**src/pin_io_pkg.sv**
```systemverilog
// shared constants and carrier types for the pin input/output cell
package pin_io_pkg;
   localparam int DATA_W = 32;
   localparam int ADDR_W = 4;
   localparam logic [ADDR_W-1:0] CFG_ADDR = 4'h0;
   localparam logic [ADDR_W-1:0] STAT_ADDR = 4'h4;
   localparam int DELAY_W = 4;
   localparam int CFG_W = 17;
   localparam int STAT_W = 6;
   localparam logic [CFG_W-1:0] CFG_RST = 17'h00000;
   localparam logic [1:0] SYNC_RST = 2'h0;

   // two storage elements of one path, or their two gates
   typedef struct packed {
      logic second;
      logic first;
   } pair_t;

   // configuration word, bit 0 is in_store
   typedef struct packed {
      logic [DELAY_W-1:0] in_delay;
      logic inv_gate;
      logic inv_t2;
      logic inv_t1;
      logic inv_o2;
      logic inv_o1;
      logic inv_pad;
      logic share_use;
      logic oe_latch;
      logic out_latch;
      logic in_latch;
      logic oe_store;
      logic out_store;
      logic in_store;
   } cfg_t;
endpackage : pin_io_pkg

```
**src/pin_io_cell.sv**
```systemverilog
// pin input/output cell: delayed input, storage pairs, output and enable paths
//
// Strobed register access and the address map were chosen for this implementation.
`timescale 1ns/100ps
// Behaviour
// - pad through delay straight to input_direct
// - delayed pad also captured by input pair
// - output data muxed direct or stored, driven
// - enable lines muxed direct or stored
// - each path own pair, register or latch
// - pad, data, enable and gate inputs have absorbed inversion
// - input-only variant has no output logic
// - input pair shareable with adjacent cell
// - one pad serves input and output
module pin_io_cell #(
   parameter bit INPUT_ONLY = 1'b0,
   parameter int DELAY_TAPS = 15
) (
   input wire logic clk,
   input wire logic arst_n,
   input wire logic ce,
   input wire logic [pin_io_pkg::ADDR_W-1:0] addr,
   input wire logic [pin_io_pkg::DATA_W-1:0] wdata,
   input wire logic wr_en,
   input wire logic rd_en,
   output logic [pin_io_pkg::DATA_W-1:0] rdata,
   input wire logic pad_in,
   output logic pad_out,
   output logic pad_oe,
   output logic input_direct,
   output logic registered_input_first,
   output logic registered_input_second,
   input wire pin_io_pkg::pair_t gate_in,
   input wire logic output_data_first,
   input wire logic output_data_second,
   input wire pin_io_pkg::pair_t gate_out,
   input wire logic output_enable_first,
   input wire logic output_enable_second,
   input wire pin_io_pkg::pair_t gate_oe,
   input wire logic output_phase,
   input wire pin_io_pkg::pair_t share_in,
   output pin_io_pkg::pair_t share_out
);
   // reset release
   logic [1:0] rst_sync_reg;
   logic [1:0] rst_sync_next;
   logic rst_n;

   always_comb begin
      rst_sync_next = {rst_sync_reg[0], 1'b1};
   end

   always_ff @(posedge clk or negedge arst_n) begin
      if (!arst_n) begin
         rst_sync_reg <= pin_io_pkg::SYNC_RST;
      end else begin
         rst_sync_reg <= rst_sync_next;
      end
   end

   assign rst_n = rst_sync_reg[1];

   // configuration and read port
   pin_io_pkg::cfg_t cfg_reg;
   pin_io_pkg::cfg_t cfg_next;
   logic [pin_io_pkg::DATA_W-1:0] rdata_reg;
   logic [pin_io_pkg::DATA_W-1:0] rdata_next;
   logic [pin_io_pkg::STAT_W-1:0] status;

   always_comb begin
      cfg_next = cfg_reg;
      // a frozen clock enable keeps the read word as well
      rdata_next = ce ? '0 : rdata_reg;
      if (ce && wr_en && addr == pin_io_pkg::CFG_ADDR) begin
         cfg_next = pin_io_pkg::cfg_t'(wdata[pin_io_pkg::CFG_W-1:0]);
      end
      if (ce && rd_en) begin
         unique case (addr)
            pin_io_pkg::CFG_ADDR: rdata_next = {{(pin_io_pkg::DATA_W-pin_io_pkg::CFG_W){1'b0}},
                                               cfg_reg};
            pin_io_pkg::STAT_ADDR: rdata_next = {{(pin_io_pkg::DATA_W-pin_io_pkg::STAT_W){1'b0}},
                                                status};
            default: rdata_next = '0;
         endcase
      end
   end

   // read data stand one cycle while ce is high, so a strobe-free enabled cycle clears them
   always_ff @(posedge clk or negedge rst_n) begin
      if (!rst_n) begin
         cfg_reg <= pin_io_pkg::CFG_RST;
         rdata_reg <= '0;
      end else begin
         cfg_reg <= cfg_next;
         rdata_reg <= rdata_next;
      end
   end

   assign rdata = rdata_reg;

   // pad synchroniser and programmable delay line
   logic [1:0] pad_sync_reg;
   logic [1:0] pad_sync_next;
   logic [DELAY_TAPS:0] tap;
   logic delayed_in;

   always_comb begin
      pad_sync_next = pad_sync_reg;
      if (ce) begin
         pad_sync_next = {pad_sync_reg[0], pad_in};
      end
   end

   always_ff @(posedge clk or negedge rst_n) begin
      if (!rst_n) begin
         pad_sync_reg <= pin_io_pkg::SYNC_RST;
      end else begin
         pad_sync_reg <= pad_sync_next;
      end
   end

   // tap 0 is the undelayed synchronised pad; each stage adds one cycle
   assign tap[0] = pad_sync_reg[1] ^ cfg_reg.inv_pad;

   genvar g;
   generate
      for (g = 1; g <= DELAY_TAPS; g++) begin : g_delay
         logic stage_reg;
         logic stage_next;
         always_comb begin
            stage_next = ce ? tap[g-1] : stage_reg;
         end
         always_ff @(posedge clk or negedge rst_n) begin
            if (!rst_n) begin
               stage_reg <= 1'b0;
            end else begin
               stage_reg <= stage_next;
            end
         end
         assign tap[g] = stage_reg;
      end
   endgenerate

   // taps beyond the built line fall back to the longest one
   assign delayed_in = (int'(cfg_reg.in_delay) > DELAY_TAPS) ? tap[DELAY_TAPS] :
                       tap[cfg_reg.in_delay];
   assign input_direct = delayed_in;

   // input storage pair, exported to the neighbour
   pin_io_pkg::pair_t gate_in_eff;
   pin_io_pkg::pair_t in_q;

   assign gate_in_eff = gate_in ^ {2{cfg_reg.inv_gate}};

   storage_pair u_in_pair (
      .clk(clk),
      .rst_n(rst_n),
      .ce(ce),
      .latch_mode(cfg_reg.in_latch),
      .gate(gate_in_eff),
      .d({delayed_in, delayed_in}),
      .q(in_q)
   );

   assign share_out = in_q;
   // shared use only helps when the neighbour's pair is gated the same way
   assign registered_input_first = cfg_reg.share_use ? share_in.first : in_q.first;
   assign registered_input_second = cfg_reg.share_use ? share_in.second : in_q.second;

   // output and enable paths
   logic oe_sel;

   generate
      if (INPUT_ONLY) begin : g_in_only
         assign pad_out = 1'b0;
         assign pad_oe = 1'b0;
         assign oe_sel = 1'b1;

         property p_input_only_quiet;
            @(posedge clk) disable iff (!rst_n)
            1'b1 |-> (!pad_oe && !pad_out);
         endproperty
         a_input_only_quiet: assert property (p_input_only_quiet)
            else $error("input-only cell drives its pad");
      end else begin : g_full
         pin_io_pkg::pair_t out_d;
         pin_io_pkg::pair_t oe_d;
         pin_io_pkg::pair_t out_q;
         pin_io_pkg::pair_t oe_q;
         logic out_sel;

         assign out_d = {output_data_second ^ cfg_reg.inv_o2,
                         output_data_first ^ cfg_reg.inv_o1};
         assign oe_d = {output_enable_second ^ cfg_reg.inv_t2,
                        output_enable_first ^ cfg_reg.inv_t1};

         storage_pair u_out_pair (
            .clk(clk),
            .rst_n(rst_n),
            .ce(ce),
            .latch_mode(cfg_reg.out_latch),
            .gate(gate_out ^ {2{cfg_reg.inv_gate}}),
            .d(out_d),
            .q(out_q)
         );

         storage_pair u_oe_pair (
            .clk(clk),
            .rst_n(rst_n),
            .ce(ce),
            .latch_mode(cfg_reg.oe_latch),
            .gate(gate_oe ^ {2{cfg_reg.inv_gate}}),
            .d(oe_d),
            .q(oe_q)
         );

         // output_phase picks the first or second line, as a ddr output mux
         always_comb begin
            if (cfg_reg.out_store) begin
               out_sel = output_phase ? out_q.second : out_q.first;
            end else begin
               out_sel = output_phase ? out_d.second : out_d.first;
            end
            if (cfg_reg.oe_store) begin
               oe_sel = output_phase ? oe_q.second : oe_q.first;
            end else begin
               oe_sel = output_phase ? oe_d.second : oe_d.first;
            end
         end

         assign pad_out = out_sel;
         assign pad_oe = !oe_sel;

         property p_out_direct;
            @(posedge clk) disable iff (!rst_n)
            (!cfg_reg.out_store && !output_phase) |->
               (pad_out == (output_data_first ^ cfg_reg.inv_o1));
         endproperty
         a_out_direct: assert property (p_out_direct)
            else $error("direct output path does not follow first line");

         property p_out_inverted;
            @(posedge clk) disable iff (!rst_n)
            (!cfg_reg.out_store && output_phase && cfg_reg.inv_o2) |->
               (pad_out != output_data_second);
         endproperty
         a_out_inverted: assert property (p_out_inverted)
            else $error("selected output inversion not applied");

         logic gate_eff_first;
         assign gate_eff_first = gate_oe.first ^ cfg_reg.inv_gate;

         property p_oe_stored;
            @(posedge clk) disable iff (!rst_n)
            (ce && !cfg_reg.oe_latch && gate_eff_first && $stable(cfg_reg)) ##1
               (cfg_reg.oe_store && !output_phase && !gate_eff_first) |->
               (pad_oe == !$past(oe_d.first));
         endproperty
         a_oe_stored: assert property (p_oe_stored)
            else $error("stored enable path lost captured value");

         property p_oe_tristate;
            @(posedge clk) disable iff (!rst_n)
            (!cfg_reg.oe_store && !output_phase && (output_enable_first ^ cfg_reg.inv_t1)) |->
               !pad_oe;
         endproperty
         a_oe_tristate: assert property (p_oe_tristate)
            else $error("driver enabled while enable line asserted");

         c_bidir_turn: cover property (@(posedge clk) disable iff (!rst_n)
            pad_oe ##1 !pad_oe ##[1:4] pad_oe);
         c_stored_out: cover property (@(posedge clk) disable iff (!rst_n)
            cfg_reg.out_store && output_phase && pad_oe);
      end
   endgenerate

   // pad reads back through the input path in both directions
   assign status = {oe_sel, pad_oe, pad_out, in_q.second, in_q.first, delayed_in};

   property p_direct_input;
      @(posedge clk) disable iff (!rst_n)
      // synchroniser holds reset zeros for two edges after release
      ($past(rst_n, 2) && $past(ce, 1) && $past(ce, 2) && cfg_reg.in_delay == 4'h0) |->
         (input_direct == ($past(pad_in, 2) ^ cfg_reg.inv_pad));
   endproperty
   a_direct_input: assert property (p_direct_input)
      else $error("direct input not pad delayed by synchroniser");

   property p_reg_input;
      @(posedge clk) disable iff (!rst_n)
      (ce && gate_in_eff.first && !cfg_reg.in_latch && !cfg_reg.share_use) ##1
         (!cfg_reg.share_use && !gate_in_eff.first) |->
         (registered_input_first == $past(delayed_in));
   endproperty
   a_reg_input: assert property (p_reg_input)
      else $error("registered input did not capture delayed pad");

   property p_share;
      @(posedge clk) disable iff (!rst_n)
      cfg_reg.share_use |->
         (registered_input_first == share_in.first && registered_input_second == share_in.second);
   endproperty
   a_share: assert property (p_share)
      else $error("shared pair not used for registered inputs");

   property p_pad_inverted;
      @(posedge clk) disable iff (!rst_n)
      ($past(rst_n, 2) && $past(ce, 1) && $past(ce, 2) && cfg_reg.in_delay == 4'h0 &&
         cfg_reg.inv_pad) |->
         (input_direct != $past(pad_in, 2));
   endproperty
   a_pad_inverted: assert property (p_pad_inverted)
      else $error("pad inversion not applied on input");

   c_delay_used: cover property (@(posedge clk) disable iff (!rst_n)
      cfg_reg.in_delay != 4'h0 && input_direct);
   c_latch_in: cover property (@(posedge clk) disable iff (!rst_n)
      cfg_reg.in_latch && gate_in_eff.first);
endmodule : pin_io_cell

```
**src/storage_pair.sv**
```systemverilog
// pair of storage elements, each a register or a transparent latch
`timescale 1ns/100ps
module storage_pair (
   input wire logic clk,
   input wire logic rst_n,
   input wire logic ce,
   input wire logic latch_mode,
   input wire pin_io_pkg::pair_t gate,
   input wire pin_io_pkg::pair_t d,
   output pin_io_pkg::pair_t q
);
   pin_io_pkg::pair_t q_reg;
   pin_io_pkg::pair_t q_next;

   always_comb begin
      q_next = q_reg;
      if (ce && gate.first) begin
         q_next.first = d.first;
      end
      if (ce && gate.second) begin
         q_next.second = d.second;
      end
   end

   always_ff @(posedge clk or negedge rst_n) begin
      if (!rst_n) begin
         q_reg <= '0;
      end else begin
         q_reg <= q_next;
      end
   end

   // latch mode passes d while the gate is open and holds it after closing
   assign q.first = (latch_mode && ce && gate.first) ? d.first : q_reg.first;
   assign q.second = (latch_mode && ce && gate.second) ? d.second : q_reg.second;

   property p_latch_transparent;
      @(posedge clk) disable iff (!rst_n)
      (latch_mode && ce && gate.first) |-> (q.first == d.first);
   endproperty
   a_latch_transparent: assert property (p_latch_transparent)
      else $error("latch element not transparent while gate open");

   property p_register_holds;
      @(posedge clk) disable iff (!rst_n)
      (!latch_mode && ce && gate.second) ##1 !latch_mode |-> (q.second == $past(d.second));
   endproperty
   a_register_holds: assert property (p_register_holds)
      else $error("register element did not capture on its gate");
endmodule : storage_pair

```
**config.mk**
```make
export PLATFORM = sky130hd
export DESIGN_NAME = pin_io_cell
export DESIGN_NICKNAME = d
export VERILOG_FILES = /design/src/pin_io_pkg.sv /design/src/pin_io_cell.sv /design/src/storage_pair.sv
export SDC_FILE = /design/constraint.sdc
export NUM_CORES = 1
export LEC_CHECK = 0
export BUFFER_PORTS_ARGS = -buffer_cell sky130_fd_sc_hd__clkbuf_2
export CORE_MARGIN = 2
export CORE_UTILIZATION = 56
export CTS_BUF_LIST = sky130_fd_sc_hd__clkbuf_8
export CTS_CLUSTER_DIAMETER = 150
export CTS_CLUSTER_SIZE = 10
export DETAILED_ROUTE_END_ITERATION = 10
export GPL_TIMING_DRIVEN = 0
export PLACE_DENSITY = 0.95
export SYNTH_ARGS = -nofsm -noshare
export SYNTH_HDL_FRONTEND = slang
export SYNTH_SLANG_ARGS = --single-unit
```
**constraint.sdc**
```tcl
create_clock -name clk -period 3.05 [get_ports clk]
set_input_delay 0.61 -clock clk [delete_from_list [all_inputs] [get_ports clk]]
set_output_delay 0.61 -clock clk [all_outputs]
set_load 0.02 [all_outputs]
```
==> impl_metrics.ini, run 1 <==
[run_status]
outcome = complete, no violations

[setup_path]
crit_fanout = 10
worstPathArrival_ns = 2.19
cp-start-kind = input port
end_kind = output port
crit_required_ns = 2.44
critPathKind = input port to output port

[sta]
slew_headroom_pct = 65.8
final-setup-viol-count = 0
setup_ws_ns = 0.246
min_period_ns = 2.80
hold_violations = 0
fin_crit_sh_pct = 91.9
grt_setup_unrepaired = no
final.setup.tns_ns = 0
worst_slew_pin_slew_ns = 0.513
clock-skew-final_ns = 0.00676
maxSlewViolCount = 0
fmax_mhz = 357

[cells_and_area]
finalNetCount = 365
drive_above_1_share_pct = 47.3
final_core_util_pct = 72.6
antennaDiodeCount = 0
syn2layout_area_growth_pct = 23.2
nFillCells = 347

[placed_design]
dp_slack_ns = 0.234
gp_congestion = 0.800
dpl.hpwl_mm = 4.45
numPortBuffers = 62

[global_route]
grt_use_total_pct = 24.1
grt_max_degree = 38
grt_pass1_wl_mm = 9.87
antenna_found_initial = 0
grt_pass1_vias = 2149
grt-ovfl-total = 0

[yosys]
synth_edf_count = 0
ys_ff_latch = 59
ys_seq_area_share_pct = 52.0
synthDistinctLibCells = 42
async_flop_share_pct = 100
ys.flop_type = dfrtp_1
yosys_warnings = 0
avgSynthCellArea_um2 = 12.8
yosys.area.top_type = dfrtp_1
synthTopCellsByArea = dfrtp_1 (52%), mux2_2 (15%), buf_4 (4.8%)
yosys-top-cells-count = dfrtp_1 (59), mux2_2 (38), buf_4 (18)
synth_top_area_share_pct = 52.0
synth.most_common_cell = dfrtp_1
synthCells = 222
synthesis.area_um2 = 2840

[pwr]
ir_drop_v = 0.000392
p_total_uw = 2490
p_leak_uw = 0.00172
powerDensity_nw_per_um2 = 713

[cts]
postCtsSetupBuffers = 0
cts_max_path_buffers = 2
cts_hold_buf = 0
clock-sinks = 59
clock_latency_ns = 0.33
cts_resized = 0
cts_buffers = 9
cts.clk_slew.worst_paths_ns = 0.06
ctsHtreeMaxLevel = 3
root_buffer = clkbuf_8
cts_tree = built

[drt]
routed_wl_mm = 6.19
ant_nets = 0
drc_errors = 0
post_drt_wl_per_cell_um = 16.2
vias = 2063
drt_iter0_markers = 189
viasPerCell = 5.40
first_pass_iters = 4

[run]
maxCapViolCount = 0

[floorplanning]
core_um2 = 4820
row_count = 25
initial_core_util_pct = 58.9
die_w_um = 75.2
io_pins = 94
die-area_um2 = 5660
dieHeight_um = 75.2

[worst_hold_path]
hold_path_class = input port to async pin
==> path summary, 6_finish.rpt <==
| path | startpoint | to | slack (ns) | cells past startpoint |
|---|---|---|---|---|
| min | arst_n | rst_sync_reg[1] | 0.05 | 1 |
| max in group asynchronous | rst_sync_reg[1] | rdata[5] | 2.27 | 1 |
| max reg2reg | cfg_reg[12] | rdata[3] | 1.23 | 6 |
| min reg2reg | rst_sync_reg[1] | pad_sync_reg[0] | 0.23 | 0 |
| max | ce | registered_input_second | 0.25 | 6 |
| min in group clk | rst_sync_reg[0] | rst_sync_reg[1] | 0.35 | 0 |
==> placed cells by master, fill, tap and decap left out, drive strengths merged, types with 6 or more instances in the layout <==
cell type,count
a21oi,7
a22o,11
a31oi,6
buf,25
clkbuf,79
conb,16
dfrtp,59
inv,6
mux2,38
nor2,10
xor2,7
==> cell families after synthesis <==
family	after synthesis	synth area share, %
other cells	2	0.265
mux	45	18.4
xor+xnor	11	3.66
flops	59	52.0
buf+inv	32	6.83
compound gates	45	12.8
simple gates	28	5.99
==> per-stage QoR <==
step | hold WS, ns | instance area (um^2) | instances
final | 0.0499 | 3500 | 382
after global placement | 0.339 | 3290 | 365
after CTS | 0.0402 | 3500 | 382
after detailed placement | 0.245 | 3310 | 366
after floorplan | 0.314 | 2890 | 236
after global routing | 0.0390 | 3500 | 382
==> worst max-delay path: stages <==
cell and delay [ns]:
buf_2 0.18, clkbuf_1 0.43, clkbuf_1 0.40, nand3_1 0.13
o31ai_1 0.23, clkbuf_2 0.21
==> per-layer routing <==
layer | vias to the layer above | share of wire [%] | track usage (%)
li1 | 955 | - | -
met1 | 1019 | 40 | 29.3
met2 | 79 | 53 | 41.0
met3 | 10 | 5.5 | 5.09
met4 | 0 | 1.2 | 11.9
met5 | - | 0 | 0
==> report_power, final <==
| group | switching [uW] | internal, uW |
|---|---|---|
| clock | 297 | 377 |
| sequential | 149 | 961 |
| combinational | 368 | 343 |
| total | 813 | 1680 |
==> final cells by class <==
cell class	instances	area [um^2]	area share, %
clock buffers	13	179	5.11
plain buffers	28	179	5.11
inverters	4	15.0	0.429
flip-flops and latches	59	1480	42.2
clock inverters	3	12.5	0.358
multi-input cells	145	1220	34.9
well taps	67	83.8	2.40
repair buffers	63	330	9.44
Note: power is estimated with default switching activity, not from simulation.
==> inputs of run 2 (changes only) <==
Settings changed: CORE_ASPECT_RATIO set to 1.25.
==> impl_metrics.ini, run 2 (synthesis gave the netlist of run 1 again) <==
[run_status]
outcome = complete, no violations

[sta]
clock-skew-final_ns = 0.00749
final-setup-viol-count = 0
fmax_mhz = 353
worst_slew_pin_slew_ns = 0.526
grt_setup_unrepaired = no
maxSlewViolCount = 0
fin_crit_sh_pct = 92.8
final.setup.tns_ns = 0
min_period_ns = 2.83
slew_headroom_pct = 65.0
hold_violations = 0

[cells_and_area]
syn2layout_area_growth_pct = 21.6
finalNetCount = 365
design_area_um2 = 3450
drive_above_1_share_pct = 46.3
layout_commonest_cell = clkbuf_2
antennaDiodeCount = 0
final_cell_mix = clkbuf_2 (62), dfrtp_1 (58), mux2_2 (38)

[global_route]
grt_pass1_vias = 2092
grt-ovfl-total = 0
grt_use_total_pct = 23.2
grt_pass1_wl_mm = 9.60
grt_max_degree = 44
antenna_found_initial = 0

[setup_path]
reg2reg_from = cfg_reg[15]
crit_path_start = cfg_reg[15]
r2r_slack_ns = 1.19
critPathKind = flop to output port
setup.worst_path.end = registered_input_first
r2r_cells = 6
crit_required_ns = 2.44
crit_fanout = 8
worstPathArrival_ns = 2.22
cp-start-kind = flop
rr_endpoint = u_in_pair.q_reg[1]
end_kind = output port

[cts]
clock-sinks = 59
clock_latency_ns = 0.33
cts_resized = 0
cts_max_path_buffers = 2
postCtsSetupBuffers = 0
cts.clk_slew.worst_paths_ns = 0.06
root_buffer = clkbuf_8
cts_tree = built
cts_hold_buf = 0
cts_buffers = 9
ctsHtreeMaxLevel = 3

[drt]
viasPerCell = 5.46
first_pass_iters = 4
drc_errors = 0
routed_wl_mm = 6.01
ant_nets = 0
post_drt_wl_per_cell_um = 16.0
drt_iter0_markers = 61
vias = 2048

[run]
maxCapViolCount = 0

[placed_design]
numPortBuffers = 62
dpl.hpwl_mm = 4.46
dpl_cell_area_um2 = 3300
gp_congestion = 0.787

[pwr]
p_leak_uw = 0.00171
powerDensity_nw_per_um2 = 687
ir_drop_v = 0.000474

[floorplanning]
die_w_um = 67.7
die-area_um2 = 5660
core_um2 = 4970
row_count = 29
dieHeight_um = 83.6
initial_core_util_pct = 57.1
io_pins = 94

[worst_hold_path]
hold_path_class = input port to async pin
==> run 2: cell count changes in the layout (fill, tap and decap cells not counted), sizes merged <==
cell    change
clkbuf      -3
clkinv      -1
inv         +2
==> run 2: where the power goes <==
| group | internal, uW | total [uW] | leakage, uW | switching (uW) |
|---|---|---|---|---|
| sequential | 961 | 1100 | 0.000736 | 139 |
| combinational | 343 | 707 | 0.000878 | 364 |
| clock | 296 | 566 | 0.0000932 | 270 |
| total | 1600 | 2370 | 0.00171 | 774 |
==> run 2: final cells by class <==
type	instances	area (um^2)
multi-input combinational	145	1220
clock inverter	4	15.0
sequential	59	1480
tap	62	77.6
fill	382	1520
clock buffer	10	138
inverter	4	15.0
buffer	28	179
timing repair buffer	63	330
==> run 2: per-layer routing <==
| layer | wire (um) | vias up | GRT usage [%] | share of wire [%] |
|---|---|---|---|---|
| li1 | - | 957 | - | - |
| met1 | 2390 | 1017 | 27.4 | 40 |
| met2 | 3200 | 63 | 39.3 | 53 |
| met3 | 331 | 11 | 5.67 | 5.5 |
| met4 | 82 | 0 | 9.83 | 1.4 |
| met5 | 0 | - | 0 | 0 |
==> run 2: through the flow <==
stage | instances | worst slack [ns] | total power [uW] | hold slack [ns] | utilization [%]
after floorplan | 236 | 0.423 | 1620 | 0.314 | -
after global placement | 360 | 0.279 | 1770 | 0.338 | 66.0
after detailed placement | 361 | 0.280 | 1820 | 0.178 | 66.4
after CTS | 375 | 0.210 | 2380 | 0.0379 | 69.5
after global routing | 375 | 0.0970 | 2500 | 0.0321 | 69.5
final | 375 | 0.221 | 2370 | 0.0492 | 69.5
==> run 2: worst min-delay path by stage <==
stage / start / to / slack, ns / depth (start not counted)
final: arst_n / rst_sync_reg[0] / 0.05 / 1
after global placement: rst_sync_reg[0] / rst_sync_reg[1] / 0.34 / 0
after CTS: arst_n / rst_sync_reg[0] / 0.04 / 1
after detailed placement: rst_sync_reg[1] / rdata[13] / 0.18 / 0
after floorplan: arst_n / rst_sync_reg[0] / 0.31 / 0
after global routing: arst_n / rst_sync_reg[0] / 0.03 / 1
==> run 2: critical path: stages, from the launching register on <==
cell	delay, ns
dfrtp_1	0.34
buf_4	0.17
mux2_2	0.35
o31ai_1	0.41
a311oi_4	0.12
nor3_4	0.23
o31ai_1	0.10
clkbuf_2	0.16
